--- src/common/sli_pkg.sv ---
/*
 * status lamp indicator package: register map, reset values, blink timing, carriers.
 * assumes a 250 MHz hclk and a single AHB-Lite master.
 */
package sli_pkg;
    // register byte offsets
    localparam logic [7:0] OFS_CTRL = 8'h00;
    localparam logic [7:0] OFS_STATUS = 8'h04;
    localparam logic [7:0] OFS_IRQ_STAT = 8'h08;
    localparam logic [7:0] OFS_IRQ_MASK = 8'h0c;
    // control bit positions
    localparam int CTRL_TRIGGER = 0;
    localparam int CTRL_PROG_INT = 1;
    localparam int CTRL_TEST_PAT = 2;
    localparam int CTRL_AUTO_GE = 3;
    localparam int CTRL_EXT_SYNC = 4;
    localparam int CTRL_COMM_ERR = 5;
    localparam int CTRL_FW_ERR = 6;
    localparam int CTRL_WIDTH = 7;
    localparam logic [CTRL_WIDTH-1:0] CTRL_RESET = 7'h00;
    localparam logic [3:0] IRQ_RESET = 4'h0;
    // interrupt bit positions
    localparam int IRQ_PATTERN_CHG = 0;
    localparam int IRQ_ERROR_SET = 1;
    localparam int IRQ_BLINK_WRAP = 2;
    localparam int IRQ_BAD_ADDR = 3;
    // blink timing: half period of each rate
    localparam int CLK_MHZ = 250;
    localparam int SLOW_HALF_MS = 1000;
    localparam int FAST_HALF_MS = 250;
    localparam int SLOW_HALF_CYC = SLOW_HALF_MS * 1000 * CLK_MHZ;
    localparam int FAST_HALF_CYC = FAST_HALF_MS * 1000 * CLK_MHZ;
    localparam logic [1:0] HTRANS_NONSEQ = 2'h2;

    typedef enum logic [1:0] {SLI_STEADY, SLI_SLOW, SLI_FAST} sli_rate_e;
    typedef enum logic [1:0] {SLI_OFF, SLI_GREEN, SLI_YELLOW, SLI_RED} sli_colour_e;

    typedef struct packed {
        logic red;
        logic green;
    } sli_lamp_s;

    typedef struct packed {
        sli_colour_e colour;
        sli_rate_e rate;
    } sli_pattern_s;
endpackage

--- src/rtl/sli_top.sv ---
/*
 * status lamp indicator: maps camera mode flags to a red/green lamp colour and blink rate.
 * assumes an AHB-Lite master on hclk; mode flags arrive from same-clock control logic
 * either as input ports or as software-set control bits (the two are or-ed).
 */
// Design decisions made here: the address map and the AHB-Lite slave port.
`timescale 1ns/1ns

////////////////////////////////////////////////////////////////////////////////
// Functional notes
// - normal streaming with no special mode: lamp steady green
// - trigger mode: lamp blinks green at about 0.5 Hz
// - programmable integration (line, frame or both): green blinks at about 2 Hz
// - test pattern output: lamp steady yellow
// - auto gain/exposure mode: lamp blinks yellow at about 0.5 Hz
// - external sync slaving: lamp blinks yellow at about 2 Hz
// - link communication or firmware load error: lamp steady red
module sli_top #(
    parameter int SLOW_HALF = sli_pkg::SLOW_HALF_CYC,
    parameter int FAST_HALF = sli_pkg::FAST_HALF_CYC
) (
    input wire logic hclk,
    input wire logic hresetn,
    input wire logic clk_en,
    input wire logic hsel,
    input wire logic [31:0] haddr,
    input wire logic [1:0] htrans,
    input wire logic hwrite,
    input wire logic [2:0] hsize,
    input wire logic [31:0] hwdata,
    input wire logic hready,
    output logic [31:0] hrdata,
    output logic hreadyout,
    output logic hresp,
    input wire logic trigger_mode,
    input wire logic prog_integration,
    input wire logic test_pattern,
    input wire logic auto_gain_exposure_mode,
    input wire logic ext_sync,
    input wire logic comm_error,
    input wire logic fw_load_error,
    output logic lamp_red,
    output logic lamp_green,
    output logic irq
);

    ////////////////////////////////////////////////////////////////////////////
    // bus address phase capture
    logic [sli_pkg::CTRL_WIDTH-1:0] ctrl_r;
    logic [3:0] irq_stat_r;
    logic [3:0] irq_mask_r;
    logic wr_pend_r;
    logic [7:0] addr_r;
    logic [31:0] hrdata_r;
    logic irq_r;
    sli_pkg::sli_lamp_s lamp_r;

    wire addr_phase = hsel && hready && (htrans == sli_pkg::HTRANS_NONSEQ);
    wire ofs_known = (haddr[7:0] == sli_pkg::OFS_CTRL) || (haddr[7:0] == sli_pkg::OFS_STATUS) ||
                     (haddr[7:0] == sli_pkg::OFS_IRQ_STAT) || (haddr[7:0] == sli_pkg::OFS_IRQ_MASK);
    wire bad_addr = addr_phase && (!ofs_known || (haddr[31:8] != 24'h000000));

    always_ff @(posedge hclk or negedge hresetn) begin
        if (!hresetn) begin
            wr_pend_r <= 1'b0;
            addr_r <= 8'h00;
        end else if (clk_en) begin
            // writes land one edge later, when hwdata stands in the data phase
            wr_pend_r <= addr_phase && hwrite;
            if (addr_phase) begin
                addr_r <= haddr[7:0];
            end
        end
    end

    ////////////////////////////////////////////////////////////////////////////
    // mode flags and pattern selection
    wire f_trig = trigger_mode || ctrl_r[sli_pkg::CTRL_TRIGGER];
    wire f_prog = prog_integration || ctrl_r[sli_pkg::CTRL_PROG_INT];
    wire f_test = test_pattern || ctrl_r[sli_pkg::CTRL_TEST_PAT];
    wire f_auto = auto_gain_exposure_mode || ctrl_r[sli_pkg::CTRL_AUTO_GE];
    wire f_sync = ext_sync || ctrl_r[sli_pkg::CTRL_EXT_SYNC];
    wire f_err = comm_error || fw_load_error || ctrl_r[sli_pkg::CTRL_COMM_ERR] || ctrl_r[sli_pkg::CTRL_FW_ERR];

    // priority is undocumented: errors first, then yellow modes, then green modes,
    // so that a fault is never hidden behind an ordinary mode indication
    sli_pkg::sli_pattern_s pat;
    always_comb begin
        if (f_err) begin
            pat = '{sli_pkg::SLI_RED, sli_pkg::SLI_STEADY};
        end else if (f_test) begin
            pat = '{sli_pkg::SLI_YELLOW, sli_pkg::SLI_STEADY};
        end else if (f_sync) begin
            pat = '{sli_pkg::SLI_YELLOW, sli_pkg::SLI_FAST};
        end else if (f_auto) begin
            pat = '{sli_pkg::SLI_YELLOW, sli_pkg::SLI_SLOW};
        end else if (f_prog) begin
            pat = '{sli_pkg::SLI_GREEN, sli_pkg::SLI_FAST};
        end else if (f_trig) begin
            pat = '{sli_pkg::SLI_GREEN, sli_pkg::SLI_SLOW};
        end else begin
            pat = '{sli_pkg::SLI_GREEN, sli_pkg::SLI_STEADY};
        end
    end

    ////////////////////////////////////////////////////////////////////////////
    // blink phase generators
    logic [31:0] slow_cnt_r;
    logic [31:0] fast_cnt_r;
    logic slow_ph_r;
    logic fast_ph_r;
    wire slow_wrap = (slow_cnt_r == 32'(SLOW_HALF - 1));
    wire fast_wrap = (fast_cnt_r == 32'(FAST_HALF - 1));

    always_ff @(posedge hclk or negedge hresetn) begin
        if (!hresetn) begin
            slow_cnt_r <= 32'h00000000;
            fast_cnt_r <= 32'h00000000;
            slow_ph_r <= 1'b1;
            fast_ph_r <= 1'b1;
        end else if (clk_en) begin
            slow_cnt_r <= slow_wrap ? 32'h00000000 : slow_cnt_r + 32'h00000001;
            fast_cnt_r <= fast_wrap ? 32'h00000000 : fast_cnt_r + 32'h00000001;
            if (slow_wrap) begin
                slow_ph_r <= !slow_ph_r;
            end
            if (fast_wrap) begin
                fast_ph_r <= !fast_ph_r;
            end
        end
    end

    wire lit = (pat.rate == sli_pkg::SLI_STEADY) ? 1'b1 :
               (pat.rate == sli_pkg::SLI_SLOW) ? slow_ph_r : fast_ph_r;
    // yellow drives both elements from one lit term so they never drift apart
    wire red_nxt = lit && ((pat.colour == sli_pkg::SLI_RED) || (pat.colour == sli_pkg::SLI_YELLOW));
    wire green_nxt = lit && ((pat.colour == sli_pkg::SLI_GREEN) || (pat.colour == sli_pkg::SLI_YELLOW));

    sli_pkg::sli_pattern_s pat_r;
    logic err_d_r;

    ////////////////////////////////////////////////////////////////////////////
    // registers, interrupts and outputs
    wire ctrl_we = clk_en && wr_pend_r && (addr_r == sli_pkg::OFS_CTRL);
    wire stat_we = clk_en && wr_pend_r && (addr_r == sli_pkg::OFS_IRQ_STAT);
    wire mask_we = clk_en && wr_pend_r && (addr_r == sli_pkg::OFS_IRQ_MASK);
    wire [3:0] ev = {bad_addr, slow_wrap, f_err && !err_d_r, pat != pat_r};
    // set wins over a simultaneous write-one clear
    wire [3:0] irq_stat_nxt = (irq_stat_r & ~(stat_we ? hwdata[3:0] : 4'h0)) | ev;

    wire [31:0] status_word = {26'h0, lamp_r.red, lamp_r.green, pat_r.rate, pat_r.colour};
    // read data is chosen in the address phase so that it stands through the whole data phase;
    // limitation: a read right behind a write to the same register returns the value before that write
    wire [7:0] rd_ofs = haddr[7:0];
    wire [31:0] rd_mux = (haddr[31:8] != 24'h000000) ? 32'h00000000 :
                         (rd_ofs == sli_pkg::OFS_CTRL) ? {25'h0000000, ctrl_r} :
                         (rd_ofs == sli_pkg::OFS_STATUS) ? status_word :
                         (rd_ofs == sli_pkg::OFS_IRQ_STAT) ? {28'h0000000, irq_stat_r} :
                         (rd_ofs == sli_pkg::OFS_IRQ_MASK) ? {28'h0000000, irq_mask_r} : 32'h00000000;

    always_ff @(posedge hclk or negedge hresetn) begin
        if (!hresetn) begin
            ctrl_r <= sli_pkg::CTRL_RESET;
            irq_stat_r <= sli_pkg::IRQ_RESET;
            irq_mask_r <= sli_pkg::IRQ_RESET;
            pat_r <= '{sli_pkg::SLI_OFF, sli_pkg::SLI_STEADY};
            err_d_r <= 1'b0;
            lamp_r <= '0;
            irq_r <= 1'b0;
            hrdata_r <= 32'h00000000;
        end else if (clk_en) begin
            if (ctrl_we) begin
                ctrl_r <= hwdata[sli_pkg::CTRL_WIDTH-1:0];
            end
            if (mask_we) begin
                irq_mask_r <= hwdata[3:0];
            end
            irq_stat_r <= irq_stat_nxt;
            pat_r <= pat;
            err_d_r <= f_err;
            lamp_r <= '{red_nxt, green_nxt};
            irq_r <= |(irq_stat_nxt & (mask_we ? hwdata[3:0] : irq_mask_r));
            // hold the last read word between reads, as the bus allows
            hrdata_r <= (addr_phase && !hwrite) ? rd_mux : hrdata_r;
        end
    end

    assign hrdata = hrdata_r;
    assign hreadyout = 1'b1;
    assign hresp = 1'b0;
    assign lamp_red = lamp_r.red;
    assign lamp_green = lamp_r.green;
    assign irq = irq_r;

    ////////////////////////////////////////////////////////////////////////////
    // checks
    wire quiet = !f_err && !f_test && !f_sync && !f_auto && !f_prog && !f_trig;

    property p_normal_green;
        @(posedge hclk) disable iff (!hresetn) (clk_en && quiet) |=> (lamp_green && !lamp_red);
    endproperty
    a_normal_green: assert property (p_normal_green) else $error("normal mode lamp not steady green");

    property p_trig_slow;
        @(posedge hclk) disable iff (!hresetn)
            (clk_en && f_trig && !f_prog && !f_auto && !f_sync && !f_test && !f_err) |=>
            (!lamp_red && lamp_green == $past(slow_ph_r));
    endproperty
    a_trig_slow: assert property (p_trig_slow) else $error("trigger mode not slow green blink");

    property p_prog_fast;
        @(posedge hclk) disable iff (!hresetn)
            (clk_en && f_prog && !f_auto && !f_sync && !f_test && !f_err) |=>
            (!lamp_red && lamp_green == $past(fast_ph_r));
    endproperty
    a_prog_fast: assert property (p_prog_fast) else $error("integration mode not fast green blink");

    property p_test_yellow;
        @(posedge hclk) disable iff (!hresetn) (clk_en && f_test && !f_err) |=> (lamp_red && lamp_green);
    endproperty
    a_test_yellow: assert property (p_test_yellow) else $error("test mode lamp not steady yellow");

    property p_auto_slow;
        @(posedge hclk) disable iff (!hresetn) (clk_en && f_auto && !f_sync && !f_test && !f_err) |=>
            (lamp_red == $past(slow_ph_r) && lamp_green == $past(slow_ph_r));
    endproperty
    a_auto_slow: assert property (p_auto_slow) else $error("auto gain mode not slow yellow blink");

    property p_sync_fast;
        @(posedge hclk) disable iff (!hresetn) (clk_en && f_sync && !f_test && !f_err) |=>
            (lamp_red == $past(fast_ph_r) && lamp_green == $past(fast_ph_r));
    endproperty
    a_sync_fast: assert property (p_sync_fast) else $error("external sync mode not fast yellow blink");

    property p_err_red;
        @(posedge hclk) disable iff (!hresetn) (clk_en && f_err) |=> (lamp_red && !lamp_green);
    endproperty
    a_err_red: assert property (p_err_red) else $error("error not shown as steady red");

    property p_yellow_pair;
        @(posedge hclk) disable iff (!hresetn) (pat_r.colour == sli_pkg::SLI_YELLOW) |-> (lamp_red == lamp_green);
    endproperty
    a_yellow_pair: assert property (p_yellow_pair) else $error("yellow elements out of step");

    ////////////////////////////////////////////////////////////////////////////
    // blink timing, register and bus checks

    // the counters must never run past their half period, or a rate would stretch
    property p_slow_bound;
        @(posedge hclk) disable iff (!hresetn)
            1'b1 |-> (slow_cnt_r < 32'(SLOW_HALF));
    endproperty
    a_slow_bound: assert property (p_slow_bound) else $error("slow blink counter out of range");

    property p_fast_bound;
        @(posedge hclk) disable iff (!hresetn)
            1'b1 |-> (fast_cnt_r < 32'(FAST_HALF));
    endproperty
    a_fast_bound: assert property (p_fast_bound) else $error("fast blink counter out of range");

    // a phase may only turn over at the end of its half period
    property p_slow_hold;
        @(posedge hclk) disable iff (!hresetn)
            (clk_en && !slow_wrap) |=> $stable(slow_ph_r);
    endproperty
    a_slow_hold: assert property (p_slow_hold) else $error("slow phase flipped early");

    property p_fast_hold;
        @(posedge hclk) disable iff (!hresetn)
            (clk_en && !fast_wrap) |=> $stable(fast_ph_r);
    endproperty
    a_fast_hold: assert property (p_fast_hold) else $error("fast phase flipped early");

    // set wins: every event of a cycle must be visible in the status one edge later
    property p_stat_sticky;
        @(posedge hclk) disable iff (!hresetn)
            clk_en |=> ((irq_stat_r & $past(ev)) == $past(ev));
    endproperty
    a_stat_sticky: assert property (p_stat_sticky) else $error("status event lost");

    property p_err_event;
        @(posedge hclk) disable iff (!hresetn)
            (clk_en && f_err && !err_d_r) |=> irq_stat_r[sli_pkg::IRQ_ERROR_SET];
    endproperty
    a_err_event: assert property (p_err_event) else $error("error rise not flagged");

    property p_irq_level;
        @(posedge hclk) disable iff (!hresetn)
            1'b1 |-> (irq == |(irq_stat_r & irq_mask_r));
    endproperty
    a_irq_level: assert property (p_irq_level) else $error("irq line not the or of unmasked status");

    property p_ctrl_write;
        @(posedge hclk) disable iff (!hresetn)
            ctrl_we |=> (ctrl_r == $past(hwdata[sli_pkg::CTRL_WIDTH-1:0]));
    endproperty
    a_ctrl_write: assert property (p_ctrl_write) else $error("control write did not land");

    property p_unmapped_zero;
        @(posedge hclk) disable iff (!hresetn)
            (clk_en && bad_addr && !hwrite) |=> (hrdata == 32'h00000000);
    endproperty
    a_unmapped_zero: assert property (p_unmapped_zero) else $error("unmapped read not zero");

    property p_bus_okay;
        @(posedge hclk) disable iff (!hresetn)
            1'b1 |-> (hreadyout && !hresp);
    endproperty
    a_bus_okay: assert property (p_bus_okay) else $error("bus response not ready and okay");

    // a low enable must freeze every visible output
    property p_freeze;
        @(posedge hclk) disable iff (!hresetn)
            !clk_en |=> ($stable(lamp_red) && $stable(lamp_green) && $stable(irq) && $stable(hrdata));
    endproperty
    a_freeze: assert property (p_freeze) else $error("outputs moved while enable low");

    c_yellow_slow: cover property (@(posedge hclk) disable iff (!hresetn)
        (pat_r.colour == sli_pkg::SLI_YELLOW) && (pat_r.rate == sli_pkg::SLI_SLOW));
    c_freeze: cover property (@(posedge hclk) disable iff (!hresetn) !clk_en ##1 !clk_en);
    c_err: cover property (@(posedge hclk) disable iff (!hresetn) f_err ##1 lamp_red);
    c_fast_toggle: cover property (@(posedge hclk) disable iff (!hresetn) f_sync && fast_wrap);
    c_irq: cover property (@(posedge hclk) disable iff (!hresetn) !irq ##1 irq);
endmodule

--- config.mk ---
export PLATFORM = sky130hd
export DESIGN_NAME = sli_top
export DESIGN_NICKNAME = d
export VERILOG_FILES = /design/src/common/sli_pkg.sv /design/src/rtl/sli_top.sv
export SDC_FILE = /design/constraint.sdc
export NUM_CORES = 1
export LEC_CHECK = 0
export BUFFER_PORTS_ARGS = -buffer_cell sky130_fd_sc_hd__buf_2
export CORE_MARGIN = 2
export CORE_UTILIZATION = 45
export DETAILED_ROUTE_END_ITERATION = 8
export HOLD_SLACK_MARGIN = 0.15
export PLACE_DENSITY = 0.68
export SLEW_MARGIN = 20
export SYNTH_ARGS = -nofsm -noshare
export SYNTH_HDL_FRONTEND = slang
export SYNTH_SLANG_ARGS = --single-unit
--- constraint.sdc ---
create_clock -name hclk -period 4 [get_ports hclk]
set_input_delay 0.2 -clock hclk [delete_from_list [all_inputs] [get_ports hclk]]
set_output_delay 0.2 -clock hclk [all_outputs]
set_load 0.02 [all_outputs]
[After elaboration in Yosys (flattened, before gate mapping)]
Index checks and enable logic that the tools add are counted.
Cells by class
  add/sub/neg operators: 2
  equal/unequal tests: 13
  reductions and logical operators: 41
  bitwise logic cells: 4
  multiplexer cells: 17
Operators with widths (count)
  adder 32 x 1 -> 32 bit, second input constant: 2
  2-to-1 mux 32 bit: 2
  equality test 32 x 26 -> 1 bit, second input constant: 1
  equality test 32 x 28 -> 1 bit, second input constant: 1
  equality test 8 x 4 -> 1 bit, second input constant: 4
  2-to-1 mux 4 bit: 8
  nonzero test 24 bit: 1
  zero test 8 bit: 2
  logical OR 1 bit: 14
  2-to-1 mux 7 bit: 2
  logical AND 1 bit: 12
  AND reduction 2 bit: 5
  bitwise AND 4 bit: 2
  equality test 8 x 3 -> 1 bit, second input constant: 1
  equality test 2 bit, second input constant: 3
  2-to-1 mux 6 bit: 1
  zero test 1 bit: 5
  equality test 2 x 1 -> 1 bit, second input constant: 2
  inequality test 4 bit: 1
  NOT 4 bit: 1
  OR 4 bit: 1
  OR reduction 4 bit: 1
  2-to-1 mux 1 bit: 3
  zero test 2 bit: 1
  2-to-1 mux 2 bit: 1
Storage, ports and cells
  flip-flop bits (word level): 130
  word-level logic and storage cells: 93
  output and inout port bits: 37

[Depth between registers and ports, before layout]
  depth after elaboration: 11
  depth in mapped cells: 8
  mapped depth without buffers: 7

[Worst setup path after synthesis]
Ideal clock, no wire load.
  path kind: reg-to-reg
  start: reg fast_cnt_r[0]
  end: reg fast_cnt_r[30]
  library setup time: 79 ps
  stages on the path, launching flop included: 9
  path buffers: 1
  slack: 2078 ps
  arrival time: 1843 ps
  clock period less this slack: 1922 ps
  data required time: 3921 ps
  path through: dfrtp_1 > ha_1 > nand4_2 > or3_1 > buf_2 > nor3_4 > nand4_2 > nor2_1 > xor2_1
Between the ends
  word-level cells in the longest chain between the ends: 2
  elaborated cells on any way between the ends: 3
  those cells by class: add/sub: 1; eq/ne: 1; mux: 1
Ends and longest elaborated chain
  start: declaration: RTL line sli_top.sv:109  | logic [31:0] fast_cnt_r;
  start signal: assignment: RTL line sli_top.sv:123  | fast_cnt_r <= fast_wrap ? 32'h00000000 : fast_cnt_r + 32'h00000001;
  adder 32 x 1 -> 32 bit or equality test 32 x 26 -> 1 bit (tied branches): RTL line sli_top.sv:123, sli_top.sv:113
  2-to-1 mux 32 bit (*): RTL line sli_top.sv:123
Every way passes the cells marked *; elsewhere a longest branch is shown, timed or not.
A chain may end at the register's enable or synchronous reset.

[Worst setup path after layout]
  start: reg fast_cnt_r[5]
  end: reg fast_cnt_r[25]
The elaborated chain is that of the path after synthesis.

==> results.toml <==
[route]
vias_per_cell = 5.406
drc = 0
ant_nets = 0
drt_wl_total_um = 10990
post_drt_wl_per_cell_um = 14.94
drtPass1Iterations = 5
dr_total_vias = 3979
dr.first_iter.drc_count = 226

[global_route]
grt_max_degree = 74
track_usage_pct = 17.92
grt_pass1_wl_um = 18550
grt_pass1_vias = 3974
grt_overflow_total = 0
antenna_found_initial = 0

[sta]
slew_headroom_pct = 38.43
fmax_ghz = 0.4463
tns_ns = 0
fin_crit_sh_pct = 56.01
clock_skew_ns = 0.006876
finalSetupViolCount = 0
hold_viol = 0
worst_pin_slew_ns = 0.9236
rsz0062_at_grt = "no"
slew_violations = 0
fin_crit_ns = 2.241

[place]
place.gp.congestion = 0.8200
port_buffers = 63
post-dp-hpwl_um = 7682

[synthesis]
ys_top_cells_by_area = "dfrtp_1 49%, xnor2_1 6.1%, buf_4 4.0%"
synthDistinctLibCells = 58
async_flop_share_pct = 100.0
yosys_warnings = 0
ys_seq_area_share_pct = 49.49
synth_fa_ha_area_share_pct = 0.4709
synth_edf_count = 0
synth_top_area_share_pct = 48.50
yosysTopAreaCell = "dfrtp_1"
synth_area_um2 = 5314
synth_mux_area_share_pct = 5.698
synthCells = 507
synth_compound_area_share_pct = 6.452
synth-seq-cells = 105
synth_top_family_by_area = "simple AND/OR/NAND/NOR gates"
syn_avg_cell_area_um2 = 10.48
ys.flop_type = "dfrtp_1"
yosysMostFrequentCell = "dfrtp_1"
synth_common_cells = "103 x dfrtp_1, 54 x nor2_1, 46 x nand2_1, 37 x xnor2_1, 28 x buf_4"
yosys.area_share.simple_pct = 22.27
synth_xor_area_share_pct = 10.05

[run_status]
outcome = "finished, final reports clean"

[floorplanning]
dieWidth_um = 112.7
pin_count = 119
die_h_um = 112.7
die_area_um2 = 12690
start_util_pct = 46.34
core_um2 = 11470
rows = 39

[clocking]
htreeDepth = 3
cts_resized = 0
cts_buffers = 9
cts_tree = "yes"
cts.clk_slew.worst_paths_ns = 0.07
clockRootBuffer = "clkbuf_16"
post-cts-setup-buffers = 0
clk_latency_ns = 0.34
cts_sinks = 105
ctsLongestPathBuffers = 2

[power]
finalPower_uw = 2605
peakVddDrop_mv = 0.2094
power_leakage_uw = 0.002901
powerDensity_nw_per_um2 = 422.7

[setup_path]
reg2regPathDepth = 7
required_ns = 4.22
slowest_delay_ns = 0.66
critical_path_buf_inv_count = 1
worstSetupPathType = "reg2reg"
slowest_stage = "nor4_2"
setup.worst_path.start_class = "flop"
endpoint_kind = "flop"
crit_cells = 7
critical_path.max_fanout = 11
arrival_ns = 2.46
crit_family = "simple AND/OR/NAND/NOR gates"
path_cells = "nor4b_1 -> nand4_1 -> nor4_2 -> buf_4 -> nor2b_1 -> o21ai_0 -> o31ai_1"

[min_path]
hold-path-cell-count = 3
hold_path.class = "in2reg"

[finish]
area_growth_pct = 15.99
final_nets = 672
diodes = 0
drive_gt1_share_pct = 19.39

[flow_run]
maxCapViolations = 0
==> worst register-to-register path, cell delays in order (launching register included) <==
cell and delay (ns):
dfrtp_1 0.43, nor4b_1 0.33, nand4_1 0.17, nor4_2 0.66, buf_4 0.31, nor2b_1 0.07
o21ai_0 0.07, o31ai_1 0.10
==> state kept, by name (all words and copies together) (netlist names) <==
| signal | count |
|---|---|
| fast_cnt_r | 32 |
| slow_cnt_r | 32 |
| addr_r | 8 |
| ctrl_r | 7 |
| hrdata | 7 |
| irq_mask_r | 4 |
| irq_stat_r | 4 |
| pat_r | 4 |
| err_d_r | 1 |
| fast_ph_r | 1 |
| irq | 1 |
| lamp_green | 1 |
| lamp_red | 1 |
| slow_ph_r | 1 |
| wr_pend_r | 1 |
==> placed cells by master, fill, tap and decap left out, drive strengths merged, types with 15 or more instances in the layout <==
| cell | n |
|---|---|
| dlygate4sd3 | 15 |
| xnor2 | 37 |
| nand3 | 16 |
| nor4 | 15 |
| xor2 | 24 |
| nand2 | 46 |
| nand4 | 24 |
| o21ai | 15 |
| conb | 27 |
| dfrtp | 103 |
| buf | 66 |
| mux2 | 18 |
| nor2 | 55 |
==> power breakdown <==
part | leakage [uW] | switching [uW] | total (uW) | internal [uW]
clock | 0.000164 | 381 | 993 | 612
sequential | 0.00139 | 111 | 1270 | 1160
combinational | 0.00135 | 183 | 337 | 154
==> layer usage <==
metal,vias to the layer above,routed length [um],global-route usage (%),share of wire [%]
met5,-,0,0,0
met3,10,655,3.672,6.0
li1,1907,-,-,-
met4,0,114,5.366,1.0
met1,1940,4946,24.06,45
met2,122,5277,29.50,48
==> cells by family (layout without fill, tap and decap cells) <==
| kind of cell | Yosys count | count (layout) |
|---|---|---|
| xor+xnor | 61 | 61 |
| fa+ha+maj | 2 | 2 |
| buf+inv | 46 | 107 |
| flops | 105 | 105 |
| mux | 28 | 28 |
| compound gates | 49 | 49 |
| other cells | 2 | 27 |
| simple gates | 214 | 214 |
==> repair_timing <==
action	in CTS	in global routing
endpoints found under the setup margin	0	0
hold buffers	15	0
endpoints found under the hold margin	88	0
==> metrics by stage <==
stage	hold slack (ns)	util [%]	cells	cell area, um^2	worst slack, ns
2_1_floorplan	-0.09559	-	532	5408	2.078
3_5_place_dp	0.3920	49.50	705	5677	1.749
6_report	0.1564	53.75	736	6163	1.759
4_1_cts	0.1527	53.75	736	6163	1.690
3_3_place_gp	0.3881	49.50	705	5677	1.747
5_1_grt	0.1671	53.75	736	6163	1.554
==> path summary, 6_finish.rpt <==
| path | start | endpoint | slack, ns |
|---|---|---|---|
| max in group asynchronous | hresetn | fast_ph_r | 2.46 |
| min in group asynchronous | hresetn | hrdata[4] | 0.55 |
| setup / recovery | fast_cnt_r[5] | fast_cnt_r[25] | 1.76 |
| setup reg to reg | fast_cnt_r[5] | fast_cnt_r[25] | 1.76 |
| hold reg to reg | slow_cnt_r[31] | slow_cnt_r[31] | 0.47 |
| hold / removal | auto_gain_exposure_mode | pat_r[3] | 0.16 |
==> final cells by class <==
type	count	area (um^2)
inverters	10	37.54
fillers	1012	5304
clock inverters	5	103.9
multi-input cells	381	2490
repair buffers	81	490.5
flip-flops and latches	105	2630
well taps	143	178.9
clock buffers	11	232.7
Note: power is estimated with default switching activity, not from simulation.
